**src/ccfa_pkg.sv**
```systemverilog
// Constants for the control-channel frame alignment block
package ccfa_pkg;

  // ****************************************
  // Link timing
  // ****************************************
  localparam int CLK_MHZ = 100;
  localparam int LINK_CLK_KHZ = 8192;
  localparam int BIT_RATE_KBPS = 2048;
  localparam int FRAME_PERIOD_US = 125;
  localparam int MF_PERIOD_US = 4000;
  localparam int PHASES_PER_BIT = LINK_CLK_KHZ / BIT_RATE_KBPS;
  localparam int BITS_PER_CH = 8;
  localparam int CH_PER_FRAME = BIT_RATE_KBPS * FRAME_PERIOD_US / 1000 / BITS_PER_CH;
  localparam int FRAMES_PER_MF = MF_PERIOD_US / FRAME_PERIOD_US;

  // Counter widths
  localparam int PH_W = 2;
  localparam int BIT_W = 3;
  localparam int CH_W = 5;
  localparam int FR_W = 5;
  localparam logic [PH_W-1:0] PH_LAST = 2'(PHASES_PER_BIT - 1);
  localparam logic [PH_W-1:0] PH_SAMPLE = 2'h2;
  localparam logic [PH_W-1:0] PH_LAUNCH = 2'h0;
  localparam logic [BIT_W-1:0] BIT_FIRST = 3'(BITS_PER_CH - 1);
  localparam logic [CH_W-1:0] CH_LAST = 5'(CH_PER_FRAME - 1);
  localparam logic [FR_W-1:0] FR_LAST = 5'(FRAMES_PER_MF - 1);

  // ****************************************
  // Register map (byte addresses)
  // ****************************************
  localparam int APB_AW = 8;
  localparam logic [APB_AW-1:0] OFS_CTRL = 8'h00;
  localparam logic [APB_AW-1:0] OFS_FRAME_OFS = 8'h04;
  localparam logic [APB_AW-1:0] OFS_MFR = 8'h08;
  localparam logic [APB_AW-1:0] OFS_PHASE = 8'h0c;
  localparam logic [APB_AW-1:0] OFS_TX = 8'h10;
  localparam logic [APB_AW-1:0] OFS_RX = 8'h14;
  localparam logic [APB_AW-1:0] OFS_STATUS = 8'h18;

  // Field positions
  localparam int CTRL_EN_BIT = 0;
  localparam int CTRL_EDGE_BIT = 1;
  localparam int CTRL_REFLECT_BIT = 2;
  localparam int FOFS_BIT_LSB = 0;
  localparam int FOFS_CH_LSB = 3;
  localparam int PHASE_MSB_LSB = 6;
  localparam int SEL_CH_LSB = 8;
  localparam int TX_EN_BIT = 16;
  localparam int RX_VALID_BIT = 16;
  localparam int STAT_SYNCED_BIT = 0;
  localparam int STAT_ERR_BIT = 1;
  localparam int STAT_PH_LSB = 2;
  localparam int STAT_BIT_LSB = 4;
  localparam int STAT_CH_LSB = 8;
  localparam int STAT_FR_LSB = 16;

  // Reset values
  localparam logic [2:0] CTRL_RST = 3'h0;
  localparam logic [7:0] FRAME_OFS_RST = 8'h00;
  localparam logic [FR_W-1:0] MFR_RST = 5'h00;
  localparam logic [7:0] PHASE_RST = 8'h00;
  localparam logic [7:0] BYTE_RST = 8'h00;
  localparam logic [CH_W-1:0] SEL_RST = 5'h00;

endpackage

```
**src/ccfa_align.sv**
```systemverilog
// Control-channel frame, multiframe and bit-phase alignment with APB registers
//
// What this block does
// - Frames and multiframes are placed relative to the first detected sync.
// - Bit phase at first sync comes from the two top bits of the phase offset.
// - Programmed offsets describe the ideal phase that begins at that falling clock edge.
// - Edge select 0: sync on falling edge; 1: rising, next falling is the point.
// - Input data is sampled on the falling edge starting bit phase 2.
// - Output data and enable launch on the falling edge starting bit phase 0.
// - Multiframe preset names the first complete frame starting at or after the sync.
// - Reflect mode passes input to output directly, without retiming.
// - Sync is low active; four clock phases per bit, 2048 kbit/s.
`timescale 1ns/10ps
`default_nettype none
module ccfa_align (
  // Clock and reset
  input wire logic clk,
  input wire logic rst_n,
  // APB slave
  input wire logic psel,
  input wire logic penable,
  input wire logic pwrite,
  input wire logic [ccfa_pkg::APB_AW-1:0] paddr,
  input wire logic [31:0] pwdata,
  output logic [31:0] prdata,
  output logic pready,
  output logic pslverr,
  // Link pins
  input wire logic system_bit_clock,
  input wire logic frame_sync_n,
  input wire logic cc_in,
  output logic cc_out,
  output logic cc_out_en
);

  // ****************************************
  // Reset release
  // ****************************************
  logic [1:0] rst_pipe_r;
  logic rst_int_n;

  // Asynchronous assert, release after two clean edges
  always_ff @(posedge clk or negedge rst_n) begin
    if (!rst_n) begin
      rst_pipe_r <= 2'h0;
    end else begin
      rst_pipe_r <= {rst_pipe_r[0], 1'b1};
    end
  end
  assign rst_int_n = rst_pipe_r[1];

  // ****************************************
  // Pin sampling
  // ****************************************
  logic lclk_s;
  logic sync_n_s;
  logic din_s;
  logic fall_p;
  logic rise_p;

  // All three pins share one synchroniser so they stay aligned
  ccfa_sync2 #(.W(3)) u_sync (
    .clk(clk),
    .rst_n(rst_int_n),
    .d({system_bit_clock, frame_sync_n, cc_in}),
    .q({lclk_s, sync_n_s, din_s})
  );

  ccfa_edge u_edge (
    .clk(clk),
    .rst_n(rst_int_n),
    .lclk(lclk_s),
    .fall(fall_p),
    .rise(rise_p)
  );

  // ****************************************
  // Registers
  // ****************************************
  logic [2:0] ctrl_r, ctrl_nxt;
  logic [7:0] fofs_r, fofs_nxt;
  logic [ccfa_pkg::FR_W-1:0] mfr_r, mfr_nxt;
  logic [7:0] phofs_r, phofs_nxt;
  logic [7:0] tx_byte_r, tx_byte_nxt;
  logic [ccfa_pkg::CH_W-1:0] tx_ch_r, tx_ch_nxt;
  logic tx_en_r, tx_en_nxt;
  logic [ccfa_pkg::CH_W-1:0] rx_ch_r, rx_ch_nxt;
  logic [31:0] prdata_r, prdata_nxt;
  logic pready_r, pready_nxt;
  logic pslverr_r, pslverr_nxt;
  logic wr_en;
  logic rd_en;
  logic addr_ok;
  logic [31:0] rd_mux;

  // Alignment state, declared here because the status read needs it
  logic [ccfa_pkg::PH_W-1:0] ph_r, ph_nxt;
  logic [ccfa_pkg::BIT_W-1:0] bit_r, bit_nxt;
  logic [ccfa_pkg::CH_W-1:0] ch_r, ch_nxt;
  logic [ccfa_pkg::FR_W-1:0] fr_r, fr_nxt;
  logic synced_r, synced_nxt;
  logic err_r, err_nxt;
  logic pend_r, pend_nxt;
  logic [7:0] rx_sh_r, rx_sh_nxt;
  logic [7:0] rx_byte_r, rx_byte_nxt;
  logic rx_valid_r, rx_valid_nxt;
  logic out_r, out_nxt;
  logic oe_r, oe_nxt;

  // One wait state lets read data come from a flop
  assign wr_en = psel & penable & pready_r & pwrite;
  assign rd_en = psel & penable & pready_r & ~pwrite;

  // Address decode and read data selection
  always_comb begin
    addr_ok = 1'b1;
    rd_mux = 32'h0000_0000;
    case (paddr)
      ccfa_pkg::OFS_CTRL: rd_mux[2:0] = ctrl_r;
      ccfa_pkg::OFS_FRAME_OFS: rd_mux[7:0] = fofs_r;
      ccfa_pkg::OFS_MFR: rd_mux[ccfa_pkg::FR_W-1:0] = mfr_r;
      ccfa_pkg::OFS_PHASE: rd_mux[7:0] = phofs_r;
      ccfa_pkg::OFS_TX: begin
        rd_mux[7:0] = tx_byte_r;
        rd_mux[ccfa_pkg::SEL_CH_LSB +: ccfa_pkg::CH_W] = tx_ch_r;
        rd_mux[ccfa_pkg::TX_EN_BIT] = tx_en_r;
      end
      ccfa_pkg::OFS_RX: begin
        rd_mux[7:0] = rx_byte_r;
        rd_mux[ccfa_pkg::SEL_CH_LSB +: ccfa_pkg::CH_W] = rx_ch_r;
        rd_mux[ccfa_pkg::RX_VALID_BIT] = rx_valid_r;
      end
      ccfa_pkg::OFS_STATUS: begin
        rd_mux[ccfa_pkg::STAT_SYNCED_BIT] = synced_r;
        rd_mux[ccfa_pkg::STAT_ERR_BIT] = err_r;
        rd_mux[ccfa_pkg::STAT_PH_LSB +: ccfa_pkg::PH_W] = ph_r;
        rd_mux[ccfa_pkg::STAT_BIT_LSB +: ccfa_pkg::BIT_W] = bit_r;
        rd_mux[ccfa_pkg::STAT_CH_LSB +: ccfa_pkg::CH_W] = ch_r;
        rd_mux[ccfa_pkg::STAT_FR_LSB +: ccfa_pkg::FR_W] = fr_r;
      end
      default: addr_ok = 1'b0;
    endcase
  end

  // Bus handshake and software-written fields
  always_comb begin
    ctrl_nxt = ctrl_r;
    fofs_nxt = fofs_r;
    mfr_nxt = mfr_r;
    phofs_nxt = phofs_r;
    tx_byte_nxt = tx_byte_r;
    tx_ch_nxt = tx_ch_r;
    tx_en_nxt = tx_en_r;
    rx_ch_nxt = rx_ch_r;
    prdata_nxt = prdata_r;
    pslverr_nxt = 1'b0;
    pready_nxt = psel & penable & ~pready_r;
    if (psel && penable && !pready_r) begin
      prdata_nxt = pwrite ? 32'h0000_0000 : rd_mux;
      pslverr_nxt = ~addr_ok;
    end
    if (wr_en) begin
      case (paddr)
        ccfa_pkg::OFS_CTRL: ctrl_nxt = pwdata[2:0];
        ccfa_pkg::OFS_FRAME_OFS: fofs_nxt = pwdata[7:0];
        ccfa_pkg::OFS_MFR: mfr_nxt = pwdata[ccfa_pkg::FR_W-1:0];
        ccfa_pkg::OFS_PHASE: phofs_nxt = pwdata[7:0];
        ccfa_pkg::OFS_TX: begin
          tx_byte_nxt = pwdata[7:0];
          tx_ch_nxt = pwdata[ccfa_pkg::SEL_CH_LSB +: ccfa_pkg::CH_W];
          tx_en_nxt = pwdata[ccfa_pkg::TX_EN_BIT];
        end
        ccfa_pkg::OFS_RX: rx_ch_nxt = pwdata[ccfa_pkg::SEL_CH_LSB +: ccfa_pkg::CH_W];
        default: ctrl_nxt = ctrl_r;
      endcase
    end
  end

  always_ff @(posedge clk or negedge rst_int_n) begin
    if (!rst_int_n) begin
      ctrl_r <= ccfa_pkg::CTRL_RST;
      fofs_r <= ccfa_pkg::FRAME_OFS_RST;
      mfr_r <= ccfa_pkg::MFR_RST;
      phofs_r <= ccfa_pkg::PHASE_RST;
      tx_byte_r <= ccfa_pkg::BYTE_RST;
      tx_ch_r <= ccfa_pkg::SEL_RST;
      tx_en_r <= 1'b0;
      rx_ch_r <= ccfa_pkg::SEL_RST;
      prdata_r <= 32'h0000_0000;
      pready_r <= 1'b0;
      pslverr_r <= 1'b0;
    end else begin
      ctrl_r <= ctrl_nxt;
      fofs_r <= fofs_nxt;
      mfr_r <= mfr_nxt;
      phofs_r <= phofs_nxt;
      tx_byte_r <= tx_byte_nxt;
      tx_ch_r <= tx_ch_nxt;
      tx_en_r <= tx_en_nxt;
      rx_ch_r <= rx_ch_nxt;
      prdata_r <= prdata_nxt;
      pready_r <= pready_nxt;
      pslverr_r <= pslverr_nxt;
    end
  end

  assign prdata = prdata_r;
  assign pready = pready_r;
  assign pslverr = pslverr_r;

  // ****************************************
  // Alignment counters
  // ****************************************
  logic enable;
  logic edge_sel;
  logic sync_pt;
  logic at_start;
  logic [ccfa_pkg::PH_W-1:0] ld_ph;
  logic [ccfa_pkg::BIT_W-1:0] ld_bit;
  logic [ccfa_pkg::CH_W-1:0] ld_ch;
  logic [ccfa_pkg::FR_W-1:0] ld_fr;
  logic [ccfa_pkg::PH_W-1:0] adv_ph;
  logic [ccfa_pkg::BIT_W-1:0] adv_bit;
  logic [ccfa_pkg::CH_W-1:0] adv_ch;
  logic [ccfa_pkg::FR_W-1:0] adv_fr;

  assign enable = ctrl_r[ccfa_pkg::CTRL_EN_BIT];
  assign edge_sel = ctrl_r[ccfa_pkg::CTRL_EDGE_BIT];

  // Preload values for the phase that begins at the sync edge
  always_comb begin
    ld_ph = phofs_r[ccfa_pkg::PHASE_MSB_LSB +: ccfa_pkg::PH_W];
    ld_bit = ccfa_pkg::BIT_FIRST - fofs_r[ccfa_pkg::FOFS_BIT_LSB +: ccfa_pkg::BIT_W];
    ld_ch = fofs_r[ccfa_pkg::FOFS_CH_LSB +: ccfa_pkg::CH_W];
    at_start = (ld_ph == ccfa_pkg::PH_LAUNCH) && (ld_bit == ccfa_pkg::BIT_FIRST) && (ld_ch == '0);
    // The preset belongs to the next frame that starts cleanly
    ld_fr = at_start ? mfr_r : mfr_r - 5'h01;
  end

  // Advance by one clock phase with wrap at bit, channel, frame, multiframe
  always_comb begin
    adv_ph = ph_r + 2'h1;
    adv_bit = bit_r;
    adv_ch = ch_r;
    adv_fr = fr_r;
    if (ph_r == ccfa_pkg::PH_LAST) begin
      adv_bit = bit_r - 3'h1;
      if (bit_r == '0) begin
        adv_ch = (ch_r == ccfa_pkg::CH_LAST) ? '0 : ch_r + 5'h01;
        if (ch_r == ccfa_pkg::CH_LAST) begin
          adv_fr = (fr_r == ccfa_pkg::FR_LAST) ? '0 : fr_r + 5'h01;
        end
      end
    end
  end

  // Sync point: falling edge directly, or the falling edge after a rising-edge sample
  always_comb begin
    pend_nxt = pend_r;
    sync_pt = 1'b0;
    if (!enable) begin
      pend_nxt = 1'b0;
    end else if (!edge_sel) begin
      sync_pt = fall_p & ~sync_n_s;
      pend_nxt = 1'b0;
    end else begin
      if (rise_p && !sync_n_s) begin
        pend_nxt = 1'b1;
      end
      if (fall_p && pend_r) begin
        sync_pt = 1'b1;
        pend_nxt = 1'b0;
      end
    end
  end

  // Counter state, sync status and serial data
  always_comb begin
    ph_nxt = ph_r;
    bit_nxt = bit_r;
    ch_nxt = ch_r;
    fr_nxt = fr_r;
    synced_nxt = synced_r;
    err_nxt = err_r;
    rx_sh_nxt = rx_sh_r;
    rx_byte_nxt = rx_byte_r;
    rx_valid_nxt = rx_valid_r;
    out_nxt = out_r;
    oe_nxt = oe_r;
    // Software clears the error flag by writing one and the RX valid flag by reading RX; a new event in the same cycle wins
    if (wr_en && paddr == ccfa_pkg::OFS_STATUS && pwdata[ccfa_pkg::STAT_ERR_BIT]) begin
      err_nxt = 1'b0;
    end
    if (rd_en && paddr == ccfa_pkg::OFS_RX) begin
      rx_valid_nxt = 1'b0;
    end
    if (!enable) begin
      synced_nxt = 1'b0;
      oe_nxt = 1'b0;
    end else if (fall_p) begin
      if (sync_pt && !synced_r) begin
        // Only the first sync places the frame
        ph_nxt = ld_ph;
        bit_nxt = ld_bit;
        ch_nxt = ld_ch;
        fr_nxt = ld_fr;
        synced_nxt = 1'b1;
      end else begin
        ph_nxt = adv_ph;
        bit_nxt = adv_bit;
        ch_nxt = adv_ch;
        fr_nxt = adv_fr;
        // A later sync off the multiframe grid means the partner broke the period
        if (sync_pt && (adv_ph != ld_ph || adv_bit != ld_bit || adv_ch != ld_ch || adv_fr != ld_fr)) begin
          err_nxt = 1'b1;
        end
      end
      if (synced_nxt && ph_nxt == ccfa_pkg::PH_SAMPLE) begin
        rx_sh_nxt = {rx_sh_r[6:0], din_s};
        if (bit_nxt == '0 && ch_nxt == rx_ch_r) begin
          rx_byte_nxt = {rx_sh_r[6:0], din_s};
          rx_valid_nxt = 1'b1;
        end
      end
      if (synced_nxt && ph_nxt == ccfa_pkg::PH_LAUNCH) begin
        oe_nxt = tx_en_r && (ch_nxt == tx_ch_r);
        out_nxt = oe_nxt ? tx_byte_r[bit_nxt] : 1'b1;
      end
    end
  end

  always_ff @(posedge clk or negedge rst_int_n) begin
    if (!rst_int_n) begin
      ph_r <= '0;
      bit_r <= ccfa_pkg::BIT_FIRST;
      ch_r <= '0;
      fr_r <= '0;
      synced_r <= 1'b0;
      err_r <= 1'b0;
      pend_r <= 1'b0;
      rx_sh_r <= ccfa_pkg::BYTE_RST;
      rx_byte_r <= ccfa_pkg::BYTE_RST;
      rx_valid_r <= 1'b0;
      out_r <= 1'b1;
      oe_r <= 1'b0;
    end else begin
      ph_r <= ph_nxt;
      bit_r <= bit_nxt;
      ch_r <= ch_nxt;
      fr_r <= fr_nxt;
      synced_r <= synced_nxt;
      err_r <= err_nxt;
      pend_r <= pend_nxt;
      rx_sh_r <= rx_sh_nxt;
      rx_byte_r <= rx_byte_nxt;
      rx_valid_r <= rx_valid_nxt;
      out_r <= out_nxt;
      oe_r <= oe_nxt;
    end
  end

  // ****************************************
  // Output path
  // ****************************************
  // Reflect is a raw pin-to-pin path by design, so it bypasses the output flops
  assign cc_out = ctrl_r[ccfa_pkg::CTRL_REFLECT_BIT] ? cc_in : out_r;
  assign cc_out_en = ctrl_r[ccfa_pkg::CTRL_REFLECT_BIT] | oe_r;

endmodule
`default_nettype wire

```
**src/ccfa_sync2.sv**
```systemverilog
// Two-flop synchroniser for a group of asynchronous inputs
`timescale 1ns/10ps
`default_nettype none
module ccfa_sync2 #(
  parameter int W = 1
) (
  // Clock and reset
  input wire logic clk,
  input wire logic rst_n,
  // Data
  input wire logic [W-1:0] d,
  output logic [W-1:0] q
);

  logic [W-1:0] meta_r;

  // First stage feeds only the second stage
  always_ff @(posedge clk or negedge rst_n) begin
    if (!rst_n) begin
      meta_r <= '0;
      q <= '0;
    end else begin
      meta_r <= d;
      q <= meta_r;
    end
  end

endmodule
`default_nettype wire

```
**src/ccfa_edge.sv**
```systemverilog
// Edge finder for the sampled system bit clock
`timescale 1ns/10ps
`default_nettype none
module ccfa_edge (
  // Clock and reset
  input wire logic clk,
  input wire logic rst_n,
  // Sampled link clock
  input wire logic lclk,
  // One-cycle edge strobes
  output logic fall,
  output logic rise
);

  logic prev_r;

  // Previous level; strobes are combinational so they line up with data
  always_ff @(posedge clk or negedge rst_n) begin
    if (!rst_n) begin
      prev_r <= 1'b0;
    end else begin
      prev_r <= lclk;
    end
  end

  assign fall = prev_r & ~lclk;
  assign rise = ~prev_r & lclk;

endmodule
`default_nettype wire

```
**config.mk**
```make
export PLATFORM = sky130hd
export DESIGN_NAME = ccfa_align
export DESIGN_NICKNAME = d
export VERILOG_FILES = /design/src/ccfa_pkg.sv /design/src/ccfa_align.sv /design/src/ccfa_sync2.sv /design/src/ccfa_edge.sv
export SDC_FILE = /design/constraint.sdc
export NUM_CORES = 1
export LEC_CHECK = 0
export BUFFER_PORTS_ARGS = -buffer_cell sky130_fd_sc_hd__buf_2
export CAP_MARGIN = 20
export CORE_AREA = 2 2 84 119
export CTS_BUF_LIST = sky130_fd_sc_hd__clkbuf_16
export DETAILED_ROUTE_END_ITERATION = 12
export DIE_AREA = 0 0 86 121
export PLACE_DENSITY_LB_ADDON = 0.2
export SKIP_LAST_GASP = 1
export SLEW_MARGIN = 20
export SYNTH_ARGS = -nofsm -noshare
export SYNTH_HDL_FRONTEND = slang
export SYNTH_SLANG_ARGS = --single-unit
```
**constraint.sdc**
```tcl
create_clock -name clk -period 9.8 [get_ports clk]
set_input_delay 1.96 -clock clk [delete_from_list [all_inputs] [get_ports clk]]
set_output_delay 1.96 -clock clk [all_outputs]
set_load 0.05 [all_outputs]
```
==> results of run 1 <==
[report_power, final]
group          internal, W  switching, W   total, W
combinational    0.0000114     0.0000349  0.0000463
sequential        0.000449    0.00000612   0.000455
clock             0.000172      0.000162   0.000334
[worst max-delay path, delay by kind of cell]
kind | cells | cell delay [ps]
mux | 1 | 260
buf+inv | 2 | 310
[cells by family (layout without fill, tap and decap cells)]
kind of cell               after synthesis  in the layout  synth area share
muxes                                   79             79             0.155
xor gates and xnor gates                31             31            0.0479
and+or+nand+nor                        136            136             0.119
adders and majority gates                9              9            0.0199
DFF                                    108            108             0.478
AOI/OAI and AO/OA                      112            112             0.138
buffers and inverters                   45             84            0.0415
other                                    2             15           0.00132
[how the worst max path moves through the flow]
stage | startpoint | cells after the start | end
finish | cc_in | 3 | cc_out
floorplan | cc_in | 1 | cc_out
CTS | cc_in | 3 | cc_out
detailed placement | paddr[1] | 5 | tx_byte_r[5]$_DFFE_PN0P_
global placement | paddr[1] | 5 | tx_byte_r[1]$_DFFE_PN0P_
global route | cc_in | 3 | cc_out
[cell type report]
type	count	area (µm²)	share of cell area
clock buffers	9	225	0.0361
clock inverters	7	42.5	0.00683
inverters	13	48.8	0.00783
multi-input cells	382	2780	0.446
flip-flops and latches	108	2710	0.435
well taps	110	138	0.0221
repair buffers	55	285	0.0458
[placed cells by master, fill, tap and decap left out, drive strengths merged, types with 11 or more instances in the layout]
cell type / n
xor2: 17
dfrtp: 104
nand3: 14
o21ai: 27
a22o: 15
nor2: 28
nand2: 50
conb: 15
mux2i: 14
a222oi: 11
inv: 18
mux2: 65
a21oi: 26
buf: 55
xnor2: 14
[state kept, by name (all words and copies together), names as in the netlist, 2 cells and up]
name,cells
rst_pipe_r,2
prdata,18
rx_byte_r,8
u_sync.q,3
ctrl_r,3
rx_ch_r,5
ch_r,5
ph_r,2
tx_ch_r,5
mfr_r,5
u_sync.meta_r,3
rx_sh_r,7
tx_byte_r,8
fr_r,5
phofs_r,8
bit_r,3
fofs_r,8
[layer usage]
layer  vias to the layer above  global-route usage
li1                       1974                   -
met1                      2125               0.322
met2                       149               0.457
met3                        43              0.0537
met4                         0               0.151
met5                         -                   0
[metrics by stage]
stage / total power [W] / util / instance area (µm²) / worst slack, ps / hold slack (ps)
3_3_place_gp: 0.000509 / 0.640 / 5960 / 5230 / 333
4_1_cts: 0.000843 / 0.669 / 6220 / 5300 / 352
6_report: 0.000836 / 0.670 / 6230 / 5310 / 323
3_5_place_dp: 0.000510 / 0.640 / 5960 / 5170 / 340
2_1_floorplan: 0.000498 / - / 5720 / 5510 / 331
5_1_grt: 0.000865 / 0.670 / 6230 / 5300 / 365
==> results.ini, run 1 <==
[sta]
setup_viol = 0
skew_ps = 7.60
period_share = 0.458
tightest_slew_ps = 1070
grt_setup_unrepaired = no
relSlewSlack = 0.281
finalCriticalPeriod_ps = 4490
max_freq_ghz = 0.223
slew_viol_final = 0
fin_tns_setup_ps = 0
hold_viol = 0

[clock_tree]
holdBufCountCts = 0
cts.sink_count = 108
ctsRootBufferMaster = clkbuf_16
numCtsBuffers = 9
cts_tree = built
clk_pin_slew_ps = 70
cts_setup_buffers = 0
clk_latency_ps = 340
cts_htree_levels = 3
cts_resized = 0
clk_path_buf_depth = 2

[global_routing]
overflow = 0
grt_first_pass_wirelength_um = 21600
grt_pass1_vias = 4163
grt_util_all_layers = 0.272
grt_max_degree = 65
grt_antenna_before_repair = 0

[worst_setup_path]
crit_type = primary input to primary output
start_kind = primary input
cp_slowest_cell = mux2_2
rr_startpoint = ch_r[0]$_DFFE_PN0P_
cpPeakStageDelay_ps = 260
crit_path_frequent_cell = buf_2
r2r_setup_slack_ps = 6300
r2r_cells = 9
crit_chain = buf_2 > mux2_2 > buf_2
arrival_ps = 2530
cp_max_fo = 2
worst_setup_path_end_kind = primary output
worstReg2RegEnd = rx_byte_r[5]$_DFFE_PN0P_
cp.required_ps = 7840

[drt]
firstDrtPassIters = 6
top_layer_used = met4
antenna_left = 0
wl_met3_um = 670
wl_per_cell_um = 20.0
routed_via_density = 6.27
wl_met1_um = 5310
drt-initial-drc-count = 388
drt_wl_total_um = 13700
dr_wl_met2_um = 7020
drc_errors = 0
num_vias = 4291

[final_layout]
fin_cells = 684
n_fill_cell = 755
drive_gt1_frac = 0.258
fin_nets = 626
diodes = 0
area_growth_pct = 9.93

[floorplan]
dieHeight_um = 121
dieArea_mm2 = 0.0104
die_x_um = 86
io_pins = 84
rows = 42
core_area_mm2 = 0.00930
start_util = 0.609

[run]
maxCapViolations = 0

[placement]
dp.cells = 668
io_buffers = 51
dpl.hpwl_um = 10200
gp_congestion = 0.935

[hold_path]
hold_class = register to asynchronous set/reset pin

[synthesis]
synth-async-reset-ratio = 1.00
yosysSeqAreaShare = 0.478
synth_flop_cell = dfrtp_1
synth_edf_count = 0
yosys_warnings = 0
synth_common_cells = dfrtp_1 (104), mux2_2 (64), nand2_1 (50)
syn_area_mm2 = 0.00567
syn_area_per_cell_um2 = 10.9
synth_most_common_cell = dfrtp_1
synth_area_leaders = dfrtp_1 (46%), mux2_2 (13%), nand2_1 (3.3%)
syn_inst = 522
yosysTopAreaCell = dfrtp_1
yosys_register_bits = 108
yosysTopAreaCellShare = 0.459
synth_cell_type_count = 56

[pwr]
pwr_density_cell_mw_per_mm2 = 134
irDropWorstVdd_uv = 89.8
leakagePower_nw = 3.09

[run_status]
status = finished, final reports clean

Note: power is estimated with default switching activity, not from simulation.
==> run 2: changes to the inputs <==
CORE_AREA = 2 2 88 123   (was 2 2 84 119)
DIE_AREA = 0 0 90 125   (was 0 0 86 121)
clock period = 4.4 ns   (was 9.8 ns; I/O delays follow)
==> run 2 against run 1 <==
  * Utilization down 5.4 points
  * Cell count increased by 5.0%
  * Non-clock buffer count grew 6
  * Clock-buffer cell count is the same
==> results.ini, run 2 (same netlist as run 1, synthesis figures left out) <==
[worst_setup_path]
rr_startpoint = ch_r[0]$_DFFE_PN0P_
r2r_cells = 9  ; unchanged
cp-startpoint = ch_r[0]$_DFFE_PN0P_
crit_path_end = rx_byte_r[1]$_DFFE_PN0P_
worst_setup_path_end_kind = register
start_kind = register
crit_cells = 9  ; +6
crit_buf_inv = 0  ; -2
cpPeakStageDelay_ps = 710  ; +450 ps
critPathTopFamily = simple AND/OR/NAND/NOR gates
cp.required_ps = 4640  ; -3200 ps
arrival_ps = 3730  ; +1200 ps
r2r_setup_slack_ps = 910  ; -5390 ps
crit_type = register to register
crit_chain = ha_1 > and3_1 > ha_1 > or4b_2 > nand2_1 > mux2_2 > xor2_1 > nor4_4 > mux2_2
cp_max_fo = 9  ; +7
cp_slowest_cell = nor4_4
worstReg2RegEnd = rx_byte_r[1]$_DFFE_PN0P_

[run]
maxCapViolations = 0  ; unchanged

[pwr]
leakagePower_nw = 3.11  ; +0.83%
irDropWorstVdd_uv = 250  ; +180%
seqPwrFrac = 0.542  ; -0.003
comb_power_share = 0.054  ; about the same
p_int_w = 0.00141  ; +120%
net-switching-power_w = 0.000467  ; +130%
pwr_density_cell_mw_per_mm2 = 298  ; +120%
swShare = 0.249  ; +0.00566
p_clk_frac = 0.404  ; +0.004

[drt]
drc_errors = 0  ; unchanged
firstDrtPassIters = 9  ; +3
num_vias = 4302  ; +0.26%
drt_wl_total_um = 14000  ; +2.3%
drt-initial-drc-count = 301  ; -22%
antenna_left = 0  ; unchanged
routed_via_density = 5.99  ; -4.5%
wl_per_cell_um = 19.5  ; -2.5%

[sta]
relSlewSlack = 0.234  ; -0.0477
setup_viol = 0  ; unchanged
finalCriticalPeriod_ps = 3490
period_share = 0.794
slew_viol_final = 0  ; unchanged
tightest_slew_ps = 1140  ; +70.9 ps
hold_viol = 0  ; unchanged
grt_setup_unrepaired = no
max_freq_ghz = 0.286
fin_tns_setup_ps = 0  ; unchanged
skew_ps = 7.80  ; +0.197 ps
layout_setup_ws_ps = 906  ; -4400 ps

[clock_tree]
numCtsBuffers = 9  ; unchanged
clk_path_buf_depth = 2  ; unchanged
ctsRootBufferMaster = clkbuf_16
clk_pin_slew_ps = 70  ; about the same
holdBufCountCts = 0  ; unchanged
cts_resized = 0  ; unchanged
cts_setup_buffers = 0  ; unchanged
cts.sink_count = 108  ; unchanged
cts_tree = built
cts_htree_levels = 3  ; unchanged
clk_latency_ps = 360  ; +20 ps

[final_layout]
largest_register_ffs = 18  ; unchanged
diodes = 0  ; unchanged
area_growth_pct = 11.2
final_cell_mix = dfrtp_1 (103), mux2_2 (64), buf_2 (51), nand2_1 (50), nor2_1 (28)
drive_gt1_frac = 0.264  ; +0.00595
final_core_util = 0.616  ; -0.0542
fin_nets = 632  ; +0.96%
layout_commonest_cell = dfrtp_1

[floorplan]
io_pins = 84  ; unchanged
start_util = 0.554  ; -0.0558
dieHeight_um = 125  ; +3.3%
dieArea_mm2 = 0.0113  ; +8.1%
core_area_mm2 = 0.0102  ; +10%
die_x_um = 90  ; +4.7%
rows = 44  ; +4.8%

[global_routing]
grt_antenna_before_repair = 0  ; unchanged
grt_max_degree = 64  ; -1.5%
overflow = 0  ; unchanged
grt_util_all_layers = 0.252  ; -0.0194
grt_first_pass_wirelength_um = 22100  ; +2.3%
grt_pass1_vias = 4295  ; +3.2%

[placement]
dpl.hpwl_um = 10400  ; +1.9%
gp_congestion = 0.963  ; +3.0%
pre_cts_ws_ps = 914  ; -4260 ps
io_buffers = 51  ; unchanged

[run_status]
status = finished, final reports clean

[hold_path]
hold_class = primary input to asynchronous set/reset pin

-- run 2: cell count changes in the layout (fill, tap and decap cells not counted), sizes merged --
cell / change
buf: +6
clkinv: +2
inv: -2
-- run 2: power groups by stage --
| stage | Sequential [W] | Combinational [W] | Clock [W] |
|---|---|---|---|
| 3_5_place_dp | 0.00104 | 0.000101 | 0 |
| 5_1_grt | 0.00102 | 0.000109 | 0.000800 |
| 3_3_place_gp | 0.00104 | 0.0000992 | 0 |
| 2_1_floorplan | 0.00104 | 0.0000683 | 0 |
| 4_1_cts | 0.00102 | 0.000101 | 0.000764 |
| 6_report | 0.00102 | 0.000102 | 0.000757 |
-- run 2: per-layer routing --
layer,share of wire,GRT usage,wire (µm),up-vias
met5,0,0,0,-
met4,0.057,0.162,794,0
met3,0.038,0.0349,533,38
met2,0.50,0.433,7020,116
met1,0.40,0.296,5630,2157
li1,-,-,-,1991
-- run 2: worst reg2reg max path, stage by stage, from the launching register on --
cell,delay (ps)
dfrtp_1,460
ha_1,270
and3_1,210
ha_1,220
or4b_2,660
nand2_1,130
mux2_2,190
xor2_1,110
nor4_4,710
mux2_2,420
-- run 2: worst min-delay path by stage --
stage                                         end                        from  cells past startpoint  slack (ps)
after CTS                 rst_pipe_r[1]$_DFF_PN0_                       rst_n                      1         290
after detailed placement  rst_pipe_r[1]$_DFF_PN0_     rst_pipe_r[0]$_DFF_PN0_                      0         340
after floorplan           rst_pipe_r[1]$_DFF_PN0_     rst_pipe_r[0]$_DFF_PN0_                      0         330
after global routing      rst_pipe_r[1]$_DFF_PN0_                       rst_n                      1         290
final                     rst_pipe_r[1]$_DFF_PN0_                       rst_n                      1         300
after global placement      u_sync.q[2]$_DFF_PN0_  u_sync.meta_r[2]$_DFF_PN0_                      0         330
-- run 2: cell type report --
class / instances / area [µm²]
clock buffer: 9 / 225
clock inverter: 7 / 42.5
fill: 869 / 3940
inverter: 13 / 48.8
multi-input combinational: 382 / 2770
sequential: 108 / 2710
tap: 138 / 173
timing repair buffer: 61 / 330
-- run 2: through the flow --
stage	power [W]	hold slack (ps)	area, µm²	std cells
after detailed placement	0.00114	336	6040	702
after global routing	0.00193	291	6300	718
final	0.00188	298	6300	718
after global placement	0.00114	334	6040	702
after CTS	0.00188	292	6300	718
after floorplan	0.00111	331	5720	535
==> run 3: changes to the inputs <==
ABC_AREA = 1   (was unset)
CORE_AREA = 2 2 94 132   (was 2 2 88 123)
DIE_AREA = 0 0 96 134   (was 0 0 90 125)
clock period = 3.1 ns   (was 4.4 ns; I/O delays follow)
==> run 3 against run 2 <==
  * Largest cell class is now flip-flops and latches
  * Power up 48%
  * Worst setup slack lost 430 ps
  * Combinational power up 52%
==> results.ini, run 3 <==
[global_routing]
grt_util_all_layers = 0.269  ; +0.0169
grt_pass1_vias = 5228  ; +22%
grt_max_degree = 82  ; +28%
grt_antenna_before_repair = 0  ; unchanged
overflow = 0  ; unchanged
grt_first_pass_wirelength_um = 26200  ; +19%

[drt]
routed_via_density = 5.31  ; -11%
drc_errors = 0  ; unchanged
wl_per_cell_um = 16.6  ; -15%
num_vias = 5274  ; +23%
drt-initial-drc-count = 427  ; +42%
firstDrtPassIters = 5  ; -4
drt_wl_total_um = 16500  ; +18%
antenna_left = 0  ; unchanged

[clock_tree]
clk_path_buf_depth = 2  ; unchanged
cts.sink_count = 108  ; unchanged
numCtsBuffers = 9  ; unchanged
cts_setup_buffers = 0  ; unchanged
cts_resized = 0  ; unchanged
clk_latency_ps = 350  ; about the same
clk_pin_slew_ps = 80  ; about the same
cts_tree = built
holdBufCountCts = 0  ; unchanged
ctsRootBufferMaster = clkbuf_16
cts_htree_levels = 3  ; unchanged

[final_layout]
final_cell_mix = nand2_1 (253), dfrtp_1 (103), o21ai_0 (95), inv_1 (93), buf_2 (51)
final_core_util = 0.570  ; -0.0462
postLayoutCellArea_mm2 = 0.00667  ; +5.7%
layout_commonest_cell = nand2_1
largest_register_ffs = 18  ; unchanged
diodes = 0  ; unchanged
drive_gt1_frac = 0.130  ; -0.134
area_growth_pct = 13.0
fin_cells = 993  ; +38%
fin_nets = 898  ; +42%

[placement]
dpl.hpwl_um = 12600  ; +21%
gp_congestion = 0.977  ; +1.5%
dp.cells = 976  ; +39%
dpl_cell_area_mm2 = 0.00632  ; +4.7%
io_buffers = 51  ; unchanged

[synthesis]
syn_area_per_cell_um2 = 7.56  ; -30%
yosysTopAreaCellShare = 0.441  ; -0.0181
synth_area_leaders = dfrtp_1 (44%), nand2_1 (16%), o21ai_0 (8.1%)
synth_common_cells = nand2_1 (253), dfrtp_1 (104), o21ai_0 (95)
yosysSeqAreaShare = 0.459  ; -0.0188
synth_most_common_cell = nand2_1
syn_inst = 780  ; +49%
yosys_warnings = 0  ; unchanged
syn_area_mm2 = 0.00590  ; +4.1%
synth_flop_cell = dfrtp_1
synth_edf_count = 0  ; unchanged
yosysTopAreaCell = dfrtp_1
synth-async-reset-ratio = 1.00  ; unchanged
yosys_register_bits = 108  ; unchanged
synth_cell_type_count = 42  ; -25%

[worst_setup_path]
cpPeakStageDelay_ps = 440  ; -270 ps
rr_startpoint = ph_r[0]$_DFFE_PN0P_
crit_type = register to register
cp_slowest_cell = dfrtp_1
start_kind = register
cp-startpoint = ph_r[0]$_DFFE_PN0P_
arrival_ps = 2840  ; -890 ps
worst_setup_path_end_kind = register
cp.required_ps = 3320  ; -1320 ps
critPathTopFamily = simple AND/OR/NAND/NOR gates
crit_path_frequent_cell = nand2_1
crit_chain = ha_1 > nand2_1 > nor2_2 > nand2_1 > o21ai_0 > nand3b_1 > nand2_1 > nor2_1 > nand3_1 > o21ai_0 > nand2_1
crit_buf_inv = 0  ; unchanged
cp_max_fo = 7  ; -2

[run]
maxCapViolations = 0  ; unchanged

[pwr]
leakagePower_nw = 3.38  ; +8.7%
irDropWorstVdd_uv = 278  ; +11%
pwr_density_cell_mw_per_mm2 = 416  ; +40%

[floorplan]
die_x_um = 96  ; +6.7%
start_util = 0.504  ; -0.0493
io_pins = 84  ; unchanged
core_area_mm2 = 0.0117  ; +14%
dieHeight_um = 134  ; +7.2%
rows = 47  ; +6.8%
dieArea_mm2 = 0.0129  ; +14%

[run_status]
status = finished, final reports clean

[sta]
hold_viol = 0  ; unchanged
skew_ps = 9.51  ; +1.71 ps
slew_viol_final = 0  ; unchanged
hold_ws_ps = 36.1  ; -262 ps
grt_setup_unrepaired = no
finalCriticalPeriod_ps = 2620  ; -873 ps
period_share = 0.846  ; +0.0515
fin_tns_setup_ps = 0  ; unchanged
relSlewSlack = 0.555  ; +0.322
tightest_slew_ps = 666  ; -473 ps
setup_viol = 0  ; unchanged
max_freq_ghz = 0.381  ; +33%

[hold_path]
hold_class = primary input to asynchronous set/reset pin

run 3: worst paths after layout:
kind / endpoint / slack (ps) / depth (start not counted)
min in group clk: u_sync.q[1]$_DFF_PN0_ / 350 / 0
max in group asynchronous: rx_byte_r[1]$_DFFE_PN0P_ / 1950 / 2
max: err_r$_DFF_PN0_ / 480 / 11
max reg2reg: err_r$_DFF_PN0_ / 480 / 11
min: rst_pipe_r[1]$_DFF_PN0_ / 40 / 1
min reg2reg: u_sync.q[2]$_DFF_PN0_ / 250 / 0
run 3: logic make-up after synthesis:
family          after synthesis  share of synthesized area
buf+inv                     127                     0.0927
xor+xnor                      9                     0.0134
simple gates                386                      0.283
fa+ha+maj                     9                     0.0191
other cells                   2                    0.00127
flops                       108                      0.459
compound gates              139                      0.131
run 3: layout make-up:
type / instances / area (µm²)
tap: 147 / 184
inverter: 99 / 378
clock buffer: 9 / 225
multi-input combinational: 558 / 2700
clock inverter: 7 / 91.3
fill: 1106 / 5040
timing repair buffer: 65 / 380
sequential: 108 / 2710
run 3: stage by stage:
step | total power [W] | setup slack [ps]
floorplan | 0.00157 | 865
global placement | 0.00161 | 618
detailed placement | 0.00161 | 521
CTS | 0.00280 | 515
global route | 0.00288 | 265
finish | 0.00277 | 479
run 3: report_power, final:
part           internal [W]  switching [W]
registers           0.00142      0.0000141
clock network      0.000585       0.000602
logic             0.0000351       0.000119
total               0.00204       0.000735
run 3: layer usage:
| layer | global-route usage | share of wire |
|---|---|---|
| met1 | 0.324 | 0.41 |
| met2 | 0.463 | 0.51 |
| met3 | 0.0416 | 0.041 |
| met4 | 0.126 | 0.047 |
| met5 | 0 | 0 |
